### src/design/scf_defs.vh
`ifndef SCF_DEFS_VH
`define SCF_DEFS_VH
// register offsets
`define SCF_ADDR_DTRAIN 8'h82
`define SCF_ADDR_MARKER 8'h83
`define SCF_ADDR_BLACK 8'h84
`define SCF_ADDR_IMAGE 8'h85
`define SCF_ADDR_CRCIND 8'h86
`define SCF_ADDR_STRAIN 8'h87
`define SCF_ADDR_CTRL 8'h88
`define SCF_ADDR_STATUS 8'h89
// reset values
`define SCF_RST_DTRAIN 10'h3a6
`define SCF_RST_MARKER 7'h2a
`define SCF_RST_BLACK 10'h015
`define SCF_RST_IMAGE 10'h035
`define SCF_RST_CRCIND 10'h059
`define SCF_RST_STRAIN 10'h3a6
`define SCF_RST_CTRL 2'h0
// control field positions
`define SCF_CTL_MODE8 0
`define SCF_CTL_SEED 1
// sync word type codes
`define SCF_TYPE_FOPEN 3'h5
`define SCF_TYPE_FCLOSE 3'h6
`define SCF_TYPE_LOPEN 3'h1
`define SCF_TYPE_LCLOSE 3'h2
// stream entry kinds
`define SCF_KIND_BLACK 2'h0
`define SCF_KIND_IMAGE 2'h1
`define SCF_KIND_OPEN 2'h2
`define SCF_KIND_CLOSE 2'h3
// crc generator polynomials without the top term
`define SCF_POLY10 10'h24f
`define SCF_POLY8 8'h4d
`endif

### src/design/scf_fifo.v
`timescale 1ns/1ps
// show-ahead fifo, registered ready and valid
module scf_fifo #(
  parameter WIDTH = 51,
  parameter DEPTH = 16,
  parameter AW = 4
) (
  input wire clk,
  input wire rst_b,
  input wire in_valid,
  output reg in_ready,
  input wire [WIDTH-1:0] in_data,
  output reg out_valid,
  input wire out_ready,
  output wire [WIDTH-1:0] out_data
);
  // sized copies of the depth so pointer and count compares keep their widths
  localparam [31:0] LAST = DEPTH - 1;
  localparam [31:0] FULL = DEPTH;
  reg [WIDTH-1:0] mem [0:DEPTH-1];
  reg [AW-1:0] wr_ptr_reg;
  reg [AW-1:0] rd_ptr_reg;
  reg [AW:0] count_reg;
  reg [AW:0] count_next;
  wire push;
  wire pop;

  assign push = in_valid & in_ready;
  assign pop = out_valid & out_ready;
  assign out_data = mem[rd_ptr_reg];

  // occupancy after this cycle
  always @*
  begin
    count_next = count_reg;
    if (push & ~pop)
      count_next = count_reg + 1'b1;
    else if (pop & ~push)
      count_next = count_reg - 1'b1;
  end

  // storage write
  always @(posedge clk)
  begin
    if (push)
      mem[wr_ptr_reg] <= in_data;
  end

  // pointers and flags
  always @(posedge clk or negedge rst_b)
  begin
    if (!rst_b)
    begin
      wr_ptr_reg <= {AW{1'b0}};
      rd_ptr_reg <= {AW{1'b0}};
      count_reg <= {(AW+1){1'b0}};
      in_ready <= 1'b0;
      out_valid <= 1'b0;
    end
    else
    begin
      if (push)
        wr_ptr_reg <= (wr_ptr_reg == LAST[AW-1:0]) ? {AW{1'b0}} : wr_ptr_reg + 1'b1;
      if (pop)
        rd_ptr_reg <= (rd_ptr_reg == LAST[AW-1:0]) ? {AW{1'b0}} : rd_ptr_reg + 1'b1;
      count_reg <= count_next;
      in_ready <= (count_next != FULL[AW:0]); // full stalls the source
      out_valid <= (count_next != {(AW+1){1'b0}});
    end
  end
endmodule

### src/design/scf_framer.v
// Overview of operation
// - idle sync slots carry a classification code
// - black and image codes from registers
// - crc and training codes, full words
// - 8-bit codes use register bits 9:2
// - 8-bit sync drops marker low bits
// - 8-bit type code in bits 7:5
// - 8-bit window id in bits 4:2
// - idle lanes train, sync sends training code
// - 10-bit lane training is full register
// - 8-bit lane training uses bits 9:2
// - each lane sends line crc at end
// - sync lane marks crc slots only
// - 10-bit crc polynomial x10+x9+x6+x3+x2+x+1
// - crc seeded per line, zeros or ones
// - 8-bit crc polynomial x8+x6+x3+x2+1
// - crc spans whole physical line
// - kernels of eight pixels, bottom-left first
// - 10-bit type bits 9:7, marker 6:0
// - 10-bit window id follows, highest wins
// - lines open and close, frame ends replace
`timescale 1ns/1ps
`include "scf_defs.vh"
module scf_framer #(
  parameter LANES = 4,
  parameter FIFO_DEPTH = 16,
  parameter FIFO_AW = 4
) (
  input wire core_clk,
  input wire rst_b,
  input wire pix_clk_in,
  input wire up_valid,
  output wire up_ready,
  input wire [1:0] up_kind,
  input wire up_edge,
  input wire [7:0] up_win_mask,
  input wire [LANES*10-1:0] up_lanes,
  input wire cfg_wr,
  input wire [7:0] cfg_addr,
  input wire [9:0] cfg_wdata,
  output reg [9:0] cfg_rdata,
  output reg [9:0] sync_word_out,
  output reg [LANES*10-1:0] lane_word_out,
  output reg word_stb_out
);
  localparam EW = 2 + 1 + 8 + LANES * 10;
  // one-hot states
  localparam [3:0] S_RUN = 4'b0001;
  localparam [3:0] S_ID = 4'b0010;
  localparam [3:0] S_CRC = 4'b0100;
  localparam [3:0] S_CLS = 4'b1000;

  reg [9:0] dtrain_reg;
  reg [6:0] marker_reg;
  reg [9:0] black_reg;
  reg [9:0] image_reg;
  reg [9:0] crcind_reg;
  reg [9:0] strain_reg;
  reg [1:0] ctrl_reg;
  reg [3:0] state_reg;
  reg [3:0] state_next;
  reg pclk_s1_reg;
  reg pclk_s2_reg;
  reg pclk_s3_reg;
  reg [2:0] win_reg;
  reg [2:0] win_next;
  reg edge_reg;
  reg edge_next;
  reg [9:0] sync_next;
  reg [LANES*10-1:0] lane_next;
  reg pop;
  reg crc_seed_now;
  reg crc_upd_now;
  reg [LANES*10-1:0] crc_reg;
  wire [LANES*10-1:0] crc_step;
  wire [LANES*10-1:0] crc_view;
  wire [LANES*10-1:0] dtrain_all;
  wire slot_en;
  wire mode8;
  wire [9:0] seed;
  wire f_valid;
  wire [EW-1:0] f_data;
  wire [1:0] f_kind;
  wire f_edge;
  wire [7:0] f_mask;
  wire [LANES*10-1:0] f_lanes;
  wire [9:0] cls_black;
  wire [9:0] cls_image;
  wire [9:0] cls_crc;
  wire [9:0] cls_train;
  wire [9:0] dtrain_w;

  assign mode8 = ctrl_reg[`SCF_CTL_MODE8];
  // seed select
  // seed zeros or ones
  assign seed = ctrl_reg[`SCF_CTL_SEED] ? 10'h3ff : 10'h000;

  // crc update for one lane word, serial msb first
  function [9:0] crc_word;
    input [9:0] c;
    input [9:0] d;
    input m8;
    integer i;
    reg [9:0] r;
    reg fb;
    begin
      r = c;
      fb = 1'b0;
      if (m8)
      begin
        for (i = 7; i >= 0; i = i - 1)
        begin
          fb = r[7] ^ d[i];
          r[7:0] = {r[6:0], 1'b0} ^ (fb ? `SCF_POLY8 : 8'h00);
        end
        r[9:8] = 2'b00;
      end
      else
      begin
        for (i = 9; i >= 0; i = i - 1)
        begin
          fb = r[9] ^ d[i];
          r = {r[8:0], 1'b0} ^ (fb ? `SCF_POLY10 : 10'h000);
        end
      end
      crc_word = r;
    end
  endfunction

  // highest set bit of the window mask
  function [2:0] top_win;
    input [7:0] m;
    integer i;
    begin
      top_win = 3'h0;
      for (i = 0; i < 8; i = i + 1)
        if (m[i])
          top_win = i[2:0];
    end
  endfunction

  // frame sync word, type on top, marker below
  function [9:0] sync_word;
    input [2:0] t;
    input [6:0] mk;
    input m8;
    begin
      if (m8)
        sync_word = {2'b00, t, mk[6:2]};
      else
        sync_word = {t, mk};
    end
  endfunction

  // link clock synchroniser and rising edge as word slot enable
  always @(posedge core_clk or negedge rst_b)
  begin
    if (!rst_b)
    begin
      pclk_s1_reg <= 1'b0;
      pclk_s2_reg <= 1'b0;
      pclk_s3_reg <= 1'b0;
    end
    else
    begin
      pclk_s1_reg <= pix_clk_in;
      pclk_s2_reg <= pclk_s1_reg;
      pclk_s3_reg <= pclk_s2_reg;
    end
  end
  assign slot_en = pclk_s2_reg & ~pclk_s3_reg;

  // stream entries wait here until their word slot
  scf_fifo #(
    .WIDTH(EW),
    .DEPTH(FIFO_DEPTH),
    .AW(FIFO_AW)
  ) u_fifo (
    .clk(core_clk),
    .rst_b(rst_b),
    .in_valid(up_valid),
    .in_ready(up_ready),
    .in_data({up_kind, up_edge, up_win_mask, up_lanes}),
    .out_valid(f_valid),
    .out_ready(pop),
    .out_data(f_data)
  );
  assign f_kind = f_data[EW-1:EW-2];
  assign f_edge = f_data[EW-3];
  assign f_mask = f_data[EW-4:EW-11];
  assign f_lanes = f_data[LANES*10-1:0];

  // classification codes per word mode
  // black, image, crc mark and training codes
  assign cls_black = mode8 ? {2'b00, black_reg[9:2]} : black_reg;
  assign cls_image = mode8 ? {2'b00, image_reg[9:2]} : image_reg;
  assign cls_crc = mode8 ? {2'b00, crcind_reg[9:2]} : crcind_reg;
  assign cls_train = mode8 ? {2'b00, strain_reg[9:2]} : strain_reg;
  assign dtrain_w = mode8 ? {2'b00, dtrain_reg[9:2]} : dtrain_reg;

  // per-lane crc engines
  genvar g;
  generate
    for (g = 0; g < LANES; g = g + 1)
    begin : g_lane
      assign crc_step[g*10 +: 10] =
        crc_word(crc_reg[g*10 +: 10], f_lanes[g*10 +: 10], mode8);
      assign crc_view[g*10 +: 10] =
        mode8 ? {2'b00, crc_reg[g*10 +: 8]} : crc_reg[g*10 +: 10];
      assign dtrain_all[g*10 +: 10] = dtrain_w;
    end
  endgenerate

  // slot sequencer: what the sync and data lanes carry next
  always @*
  begin
    state_next = state_reg;
    win_next = win_reg;
    edge_next = edge_reg;
    sync_next = cls_train;
    lane_next = dtrain_all;
    pop = 1'b0;
    crc_seed_now = 1'b0;
    crc_upd_now = 1'b0;
    case (state_reg)
      S_RUN:
      begin
        if (slot_en & f_valid)
        begin
          pop = 1'b1;
          case (f_kind)
            `SCF_KIND_OPEN:
            begin
              sync_next = sync_word(f_edge ? `SCF_TYPE_FOPEN : `SCF_TYPE_LOPEN,
                marker_reg, mode8);
              win_next = top_win(f_mask);
              crc_seed_now = 1'b1;
              state_next = S_ID;
            end
            `SCF_KIND_CLOSE:
            begin
              edge_next = f_edge;
              win_next = top_win(f_mask);
              // crc goes out at line end
              sync_next = cls_crc;
              lane_next = crc_view;
              state_next = S_CLS;
            end
            default:
            begin
              // code in the same slot as data
              sync_next = (f_kind == `SCF_KIND_IMAGE) ? cls_image : cls_black;
              lane_next = f_lanes;
              crc_upd_now = 1'b1;
            end
          endcase
        end
        else if (slot_en)
        begin
          sync_next = cls_train;
          lane_next = dtrain_all;
        end
      end
      S_CLS:
      begin
        if (slot_en)
        begin
          sync_next = sync_word(edge_reg ? `SCF_TYPE_FCLOSE : `SCF_TYPE_LCLOSE,
            marker_reg, mode8);
          state_next = S_ID;
        end
      end
      S_ID:
      begin
        if (slot_en)
        begin
          sync_next = mode8 ? {5'h00, win_reg, 2'b00} : {7'h00, win_reg};
          state_next = S_RUN;
        end
      end
      default:
        state_next = S_RUN;
    endcase
  end

  // sequencer state, crc and output words
  always @(posedge core_clk or negedge rst_b)
  begin
    if (!rst_b)
    begin
      state_reg <= S_RUN;
      win_reg <= 3'h0;
      edge_reg <= 1'b0;
      crc_reg <= {(LANES*10){1'b0}};
      sync_word_out <= `SCF_RST_STRAIN;
      lane_word_out <= {LANES{`SCF_RST_DTRAIN}};
      word_stb_out <= 1'b0;
    end
    else
    begin
      state_reg <= state_next;
      win_reg <= win_next;
      edge_reg <= edge_next;
      word_stb_out <= slot_en;
      if (crc_seed_now)
        crc_reg <= {LANES{seed}};
      else if (crc_upd_now)
        crc_reg <= crc_step;
      if (slot_en)
      begin
        sync_word_out <= sync_next;
        lane_word_out <= lane_next;
      end
    end
  end

  // configuration writes
  always @(posedge core_clk or negedge rst_b)
  begin
    if (!rst_b)
    begin
      dtrain_reg <= `SCF_RST_DTRAIN;
      marker_reg <= `SCF_RST_MARKER;
      black_reg <= `SCF_RST_BLACK;
      image_reg <= `SCF_RST_IMAGE;
      crcind_reg <= `SCF_RST_CRCIND;
      strain_reg <= `SCF_RST_STRAIN;
      ctrl_reg <= `SCF_RST_CTRL;
    end
    else if (cfg_wr)
    begin
      case (cfg_addr)
        `SCF_ADDR_DTRAIN: dtrain_reg <= cfg_wdata;
        `SCF_ADDR_MARKER: marker_reg <= cfg_wdata[6:0];
        `SCF_ADDR_BLACK: black_reg <= cfg_wdata;
        `SCF_ADDR_IMAGE: image_reg <= cfg_wdata;
        `SCF_ADDR_CRCIND: crcind_reg <= cfg_wdata;
        `SCF_ADDR_STRAIN: strain_reg <= cfg_wdata;
        `SCF_ADDR_CTRL: ctrl_reg <= cfg_wdata[1:0];
        default: ctrl_reg <= ctrl_reg; // unmapped writes dropped
      endcase
    end
  end

  // registered read-back, unmapped reads zero
  always @(posedge core_clk or negedge rst_b)
  begin
    if (!rst_b)
      cfg_rdata <= 10'h000;
    else
    begin
      case (cfg_addr)
        `SCF_ADDR_DTRAIN: cfg_rdata <= dtrain_reg;
        `SCF_ADDR_MARKER: cfg_rdata <= {3'h0, marker_reg};
        `SCF_ADDR_BLACK: cfg_rdata <= black_reg;
        `SCF_ADDR_IMAGE: cfg_rdata <= image_reg;
        `SCF_ADDR_CRCIND: cfg_rdata <= crcind_reg;
        `SCF_ADDR_STRAIN: cfg_rdata <= strain_reg;
        `SCF_ADDR_CTRL: cfg_rdata <= {8'h00, ctrl_reg};
        `SCF_ADDR_STATUS: cfg_rdata <= {2'b00, f_valid, win_reg, state_reg};
        default: cfg_rdata <= 10'h000;
      endcase
    end
  end
endmodule

### config.mk
export PLATFORM = sky130hd
export DESIGN_NAME = scf_framer
export DESIGN_NICKNAME = d
export VERILOG_FILES = /design/src/design/scf_fifo.v /design/src/design/scf_framer.v
export VERILOG_INCLUDE_DIRS = /design/src /design/src/design
export SDC_FILE = /design/constraint.sdc
export NUM_CORES = 1
export LEC_CHECK = 0
export BUFFER_PORTS_ARGS = -buffer_cell sky130_fd_sc_hd__buf_2
export CORE_AREA = 3 3 357 536
export DETAILED_ROUTE_END_ITERATION = 8
export DIE_AREA = 0 0 360 539
export PLACE_DENSITY_LB_ADDON = 0.12
export SETUP_SLACK_MARGIN = 0.5
export SYNTH_ARGS = -nofsm -noshare
export SYNTH_HDL_FRONTEND = slang
export SYNTH_SLANG_ARGS = --single-unit
### constraint.sdc
create_clock -name core_clk -period 6.55 [get_ports core_clk]
set_input_delay 0.655 -clock core_clk [delete_from_list [all_inputs] [get_ports core_clk]]
set_output_delay 0.655 -clock core_clk [all_outputs]
set_load 0.01 [all_outputs]
==> reports/qor.txt, run 1 <==
relative slew slack - 0.258
# IOs - 136
worst hold margin - 0.270 ns
Pleak - 16.5 nW
Min Clock Period, post-route - 4.45 ns
max FFs per register - 800
count of different cell masters after synthesis - 78
first-pass GRT wire length - 191,000 um
worst vdd rail ir drop - 0.312 mV
vias in the first global route - 24,668
ANT nets after route - 0
CTS sink cnt - 985
syn_area_per_cell - 18.1 sq um
met1 Track Usage GR - 0.167
register area share after synthesis - 0.669
total grt overflow - 0
share of cells above drive strength 1 - 0.288
CP Data Arrival Time - 5.03 ns
Via density - 4.45
largest net degree at the start of global routing - 86
YS warnings - 0
die height - 539 um
fmax - 225 MHz
type of the most critical hold path - in -> reg
remaining routing DRC violations - 0
final setup vio count - 0
Post-Synth Adder-Cell Area - 0.00204
CP Max Fanout - 46
GR Util met3 - 0.0225
largest family of logic cells by synthesized area - multiplexers
# H-tree levels - 3
P per Cell Area - 569 nW/um^2
vias - 22,668
most used routing layer - met2
Startpoint Class - flip-flop
die width - 360 um
clock insertion delay at the later pin of the skew report - 0.72 ns
max-cap violations - 0
Rows - 195
run status - finished, final reports clean
asr flop ratio synth - 0.188
placeable core area - 188,000 sq um
area delta synth->final - 15.4%
Final Slew Violations - 0
number of synthesized flops with an enable pin - 800
multi-input logic area - 13,200 sq um
initial DRC count - 1,550
FF+latch count, synth - 985
final hold vios - 0
M2 GR Usage - 0.246
Netlist Area Pre-Place - 42,900 sq um
Routed WL - 134,000 um
xor-xnor portion of the synthesized cell area - 0.0492
unrepaired setup endpoints after global routing - false
clk_skew - 0.0352 ns
post-synthesis simple-gate area fraction - 0.0316
nets - 2,620
HPWL after DPL - 83,100 um
Die ar. - 194,000 sq um
post-DR wirelength/cell - 26.3 um
Core Util, Final - 0.264
number of CTS-inserted buffers - 101
Setup crit end kind - flip-flop
dpl cells - 4,896
Cells after Synth - 2,375
Final TNS setup - 0 ns
# resized after CTS - 0
RePlAce Congestion - 0.818
# Post-CTS Setup Buffers - 0
Post-Synthesis Net Count - 2,456
critical path type - reg -> reg
Port Buffer Count - 134
Tot Pwr - 28.2 mW
filler cell count - 18,865
Total GRT Usage - 0.137
Worst EP required - 7.14 ns
final cell count without fillers - 5,094
CTS clk-pin slew, worst paths - 0.06 ns
CTS tree - done
mux share of post-synthesis cell area - 0.175
First-pass DRT Iterations - 5
post-synthesis compound-gate area fraction - 0.0481
clk buf depth - 3
starting density of the core - 0.229
hold buffer count at cts - 2
period utilization - 0.679
Root Buffer - clkbuf_16
initial antenna violation count - 27
top_reg_cell synth - edfxtp_1
register area - 28,700 sq um
Worst Tran Pin Value - 1.11 ns
-- final timing paths --
path	start	endpoint	slack, ns	cells past startpoint
max	u_fifo.rd_ptr_reg[0]$_DFFE_PN0P_	crc_reg[17]$_DFFE_PN0P_	2.10	10
min	cfg_wdata[8]	dtrain_reg[8]$_DFFE_PN1P_	0.27	2
max reg2reg	u_fifo.rd_ptr_reg[0]$_DFFE_PN0P_	crc_reg[17]$_DFFE_PN0P_	2.10	10
min reg2reg	pclk_s1_reg$_DFF_PN0_	pclk_s2_reg$_DFF_PN0_	0.36	0
max in group asynchronous	rst_b	crc_reg[13]$_DFFE_PN0P_	4.67	3
min in group asynchronous	rst_b	marker_reg[6]$_DFFE_PN0P_	0.53	2
-- cell type report --
type	count	share of cell area
Tap cell	2462	0.0622
Sequential cell	985	0.580
Timing Repair Buffer	194	0.0239
Clock inverter	67	0.0124
Antenna cell	8	0.000404
Inverter	15	0.00114
Multi-Input combinational cell	1242	0.267
Clock buffer	121	0.0529
-- metal layers --
| layer | wire length, um | vias to the layer above |
|---|---|---|
| li1 | - | 9816 |
| met1 | 55500 | 12157 |
| met2 | 69800 | 489 |
| met3 | 5100 | 190 |
| met4 | 3570 | 16 |
| met5 | 103 | - |
-- cells in the mapped netlist (17+ instances only) --
library cell,number,share of area
mux2_2,83,0.022
nor3_1,18,0.0021
mux4_2,181,0.095
xor2_1,53,0.011
dfrtp_1,128,0.075
edfxtp_1,800,0.56
dfstp_2,57,0.035
clkbuf_1,52,0.0045
nor2_1,102,0.0089
buf_6,22,0.0058
xnor2_1,76,0.016
mux2i_1,125,0.029
a21oi_1,93,0.011
mux4_1,45,0.028
xor2_2,19,0.0072
o21ai_0,80,0.0093
nand2_1,92,0.0080
and2_1,17,0.0025
o22ai_1,18,0.0026
-- cell usage in the layout, fill, tap and decap left out, types with 8 or more instances in the layout --
cell type / n
a21o_1: 9
a21oi_1: 93
a221o_1: 8
a221oi_1: 16
a22o_1: 13
a22oi_1: 11
a31oi_1: 11
and2_4: 12
buf_2: 133
buf_4: 54
clkbuf_1: 18
clkbuf_16: 101
clkinv_1: 16
clkinv_2: 20
dfrtp_1: 123
dfstp_2: 57
diode_2: 8
edfxtp_1: 800
inv_1: 15
mux2_2: 83
mux2i_1: 124
mux4_1: 45
mux4_2: 181
nand2_1: 92
nand3_1: 13
nor2_1: 102
nor3_1: 17
o21ai_0: 80
o221ai_1: 12
o22ai_1: 18
xnor2_1: 76
xnor2_2: 15
xor2_1: 53
xor2_2: 19
-- stage by stage --
step / cell area, sq um / setup WS, ns
final: 49600 / 2.10
after global routing: 49500 / 1.77
after CTS: 49500 / 1.95
after detailed placement: 46300 / 1.98
after global placement: 46300 / 1.95
after floorplan: 42900 / 3.37
-- report_power, final --
group          internal (mW)  switching (mW)  total [mW]  leakage (nW)
Clock                   3.16            2.58        5.74          1.59
Sequential              7.70           0.682        8.38          9.40
Combinational           6.04            8.06        14.1          5.50
-- critical path: stages, from the launching register on --
cell     delay [ns]
dfrtp_4        0.62
buf_4          0.80
mux4_2         0.37
mux2i_1        0.07
mux2i_1        0.84
xor2_1         0.45
xor2_1         0.26
xor2_1         0.14
or4b_1         0.52
a21oi_1        0.15
a21oi_1        0.06
-- kinds of logic (layout without fill, tap and decap cells) --
group | Yosys count | after routing
adders and majority gates | 7 | 7
other | 0 | 8
AOI/OAI and AO/OA | 322 | 322
buffers and inverters | 148 | 397
muxes | 439 | 439
DFF | 985 | 985
xor gates and xnor gates | 180 | 180
and+or+nand+nor | 294 | 294
Note: power is estimated with default switching activity, not from simulation.
==> run 2, diff against run 1 <==
ABC_AREA = 1   (was unset)
CORE_AREA = 3 3 366 549   (was 3 3 357 536)
DIE_AREA = 0 0 369 552   (was 0 0 360 539)
clock period = 4.24 ns   (was 6.55 ns; I/O delays follow)
==> run 2 against run 1 <==
  * Die area rose by 5.0%
  * Hold slack worse by 0.20 ns
  * Utilization is 2.6 points higher
  * Clock-buffer cell count shrank 6
  * Cell area grew 15%
  * Largest cell class unchanged
  * Synthesized cell count increased by 74%
  * Area after synthesis increased by 5.3%
  * Register-to-register slack got worse by 1.6 ns
==> reports/qor.txt, run 2 <==
run status - finished, final reports clean
initial DRC count - 1,882
CTS clk-pin slew, worst paths - 0.07 ns
ANT nets after route - 0
Final Slew Violations - 0
reg2reg end - crc_reg[27]$_DFFE_PN0P_
most common cell in the synthesized netlist - edfxtp_1
commonest non-fill, non-tap cells in the layout - edfxtp_1, nand2_1, nor2_1, o21ai_0, buf_4
Synth area leaders - edfxtp_1, dfrtp_1, nand2_1
die height - 552 um
Top delay family on crit path - simple AND/OR/NAND/NOR gates
HPWL after DPL - 109,000 um
Via density - 4.53
Slowest cell on crit path - dfrtp_4
post-synthesis simple-gate area fraction - 0.151
critical path capture point - crc_reg[27]$_DFFE_PN0P_
leading area contributor after synthesis - edfxtp_1
fmax - 270 MHz
final setup vio count - 0
Core Util, Final - 0.290
clk_skew - 0.0510 ns
Netlist Area Pre-Place - 45,200 sq um
type of the most critical hold path - in -> reg
Cells after Synth - 4,128
crit path cell chain - buf_12 > clkinv_16 > buf_16 > buf_16 > a21oi_1 > a22oi_1 > nand2_1 > nand3_2 > nand3_4 > xor2_4 > buf_6 > xor2_4 > xor2_4 > inv_2 > nand3_4 > nand3_2 > nand2_2 > xnor2_1 > nand2_1 > nand2_1 > nand2_1 > a21oi_2
die width - 369 um
Routed WL - 175,000 um
Port Buffer Count - 134
# H-tree levels - 3
top cells by count, synth - edfxtp_1, nand2_1, nor2_1
mux share of post-synthesis cell area - 0.000720
remaining routing DRC violations - 0
number of CTS-inserted buffers - 103
starting density of the core - 0.230
period utilization - 0.875
depth of the most critical reg-to-reg path - 22
CTS tree - done
Crit. Startpoint - u_fifo.rd_ptr_reg[0]$_DFFE_PN0P_
Startpoint Class - flip-flop
Register-to-Register Setup Slack - 0.53 ns
First-pass DRT Iterations - 5
Crit path depth - 22
max FFs per register - 800
Total GRT Usage - 0.165
critical path type - reg -> reg
max-cap violations - 0
register area share after synthesis - 0.635
Min Clock Period, post-route - 3.71 ns
initial antenna violation count - 35
final cell count without fillers - 7,243
post-synth top area share - 0.531
asr flop ratio synth - 0.188
reg2reg start - u_fifo.rd_ptr_reg[0]$_DFFE_PN0P_
post-synthesis compound-gate area fraction - 0.118
largest family of logic cells by synthesized area - simple AND/OR/NAND/NOR gates
Worst Path Buf+Inv - 6
largest net degree at the start of global routing - 107
Worst Tran Pin Value - 1.14 ns
Root Buffer - clkbuf_16
clock insertion delay at the later pin of the skew report - 0.73 ns
CP Data Arrival Time - 4.33 ns
dpl cells - 6,923
FF+latch count, synth - 985
top_reg_cell synth - edfxtp_1
CP Max Fanout - 8
area delta synth->final - 26.1%
Die ar. - 204,000 sq um
unrepaired setup endpoints after global routing - true
post-DR wirelength/cell - 24.2 um
vias - 32,843
relative slew slack - 0.235
RePlAce Congestion - 0.855
share of cells above drive strength 1 - 0.232
Rows - 199
count of different cell masters after synthesis - 67
YS warnings - 0
syn_area_per_cell - 10.9 sq um
nets - 4,613
clk buf depth - 3
placeable core area - 196,000 sq um
cell mode on critical path - nand2_1
commonest non-fill, non-tap cell in the layout - edfxtp_1
final hold vios - 0
xor-xnor portion of the synthesized cell area - 0.0394
number of synthesized flops with an enable pin - 800
vias in the first global route - 33,019
Post-Synthesis Net Count - 4,209
# IOs - 136
total grt overflow - 0
first-pass GRT wire length - 244,000 um
Post-Synth Adder-Cell Area - 0.00194
Worst EP required - 4.86 ns
CTS sink cnt - 985
Worst path max stage delay - 0.52 ns
Setup crit end kind - flip-flop
[run 2: cell count changes in the layout (fill, tap and decap cells not counted), moves of 58 or more]
cell,delta
buf_4,+206
inv_1,+179
mux2_2,-81
mux2i_1,-123
mux4_2,-181
nand2_1,+628
nand2_2,+82
nand3_1,+195
nand3_2,+58
nor2_1,+344
o211ai_1,+70
o21ai_0,+332
o22ai_1,+88
xnor2_1,-59
[run 2: final cells by class]
class,instances,area (sq um)
Sequential cell,985,28700
Fill cell,20525,139000
Clock inverter,77,811
Tap cell,2613,3270
Inverter,240,963
Clock buffer,115,2620
Antenna cell,11,27.5
Multi-Input combinational cell,2677,15300
Timing Repair inverter,3,38.8
Timing Repair Buffer,522,5190
[run 2: worst reg2reg max path: stages (launching register included)]
cell	delay [ns]
dfrtp_4	0.52
buf_12	0.17
clkinv_16	0.08
buf_16	0.17
buf_16	0.19
a21oi_1	0.07
a22oi_1	0.15
nand2_1	0.10
nand3_2	0.14
nand3_4	0.20
xor2_4	0.31
buf_6	0.15
xor2_4	0.22
xor2_4	0.25
inv_2	0.10
nand3_4	0.10
nand3_2	0.10
nand2_2	0.11
xnor2_1	0.13
nand2_1	0.07
nand2_1	0.08
nand2_1	0.07
a21oi_2	0.12
[run 2: worst min path at each step]
stage	start	to	slack, ns	cells after the start
6_report	up_lanes[3]	u_fifo.mem[3][3]$_DFFE_PP_	0.07	1
5_1_grt	up_lanes[23]	u_fifo.mem[9][23]$_DFFE_PP_	0.03	1
4_1_cts	up_lanes[3]	u_fifo.mem[7][3]$_DFFE_PP_	0.0004	1
3_5_place_dp	pclk_s1_reg$_DFF_PN0_	pclk_s2_reg$_DFF_PN0_	0.35	0
3_3_place_gp	pclk_s1_reg$_DFF_PN0_	pclk_s2_reg$_DFF_PN0_	0.34	0
2_1_floorplan	rst_b	black_reg[1]$_DFFE_PN0P_	0.13	0
[run 2: logic make-up (layout without fill, tap and decap cells)]
family,Yosys count,count (layout)
and+or+nand+nor,1619,1619
DFF,985,985
AOI/OAI and AO/OA,899,899
buffers and inverters,466,957
xor gates and xnor gates,149,149
adders and majority gates,7,7
muxes,3,3
other,0,11
[run 2: per-stage QoR]
step / TNS, ns / hold WS [ns] / instance area (sq um) / setup WS, ns
after floorplan: -32.08 / 0.128 / 45200 / -0.321
after global placement: 0 / 0.337 / 50600 / 0.179
after detailed placement: 0 / 0.347 / 50600 / 0.168
after CTS: 0 / 0.000375 / 55200 / 0.454
after global routing: 0 / 0.0349 / 57000 / 0.330
final: 0 / 0.0730 / 57000 / 0.531
[run 2: per-layer routing]
layer | track usage | vias to the layer above | part of all wire
li1 | - | 15358 | -
met1 | 0.188 | 16586 | 0.39
met2 | 0.311 | 608 | 0.54
met3 | 0.0234 | 259 | 0.039
met4 | 0.0527 | 32 | 0.033
met5 | 0 | - | 0.0011
[run 2: timing repair]
item | in CTS | in global routing
cloned | 14 | 14
gates resized for setup | 82 | 219
endpoints found under the setup margin | 54 | 44
hold endpoints to repair | 71 | 0
hold buffers | 11 | 0
pin swaps | 16 | 78
setup buffers | 22 | 56
Power of run 2 is left out: the tool's default activity adds up to more than one toggle a clock period on the data nets, which glitch-free logic cannot reach.
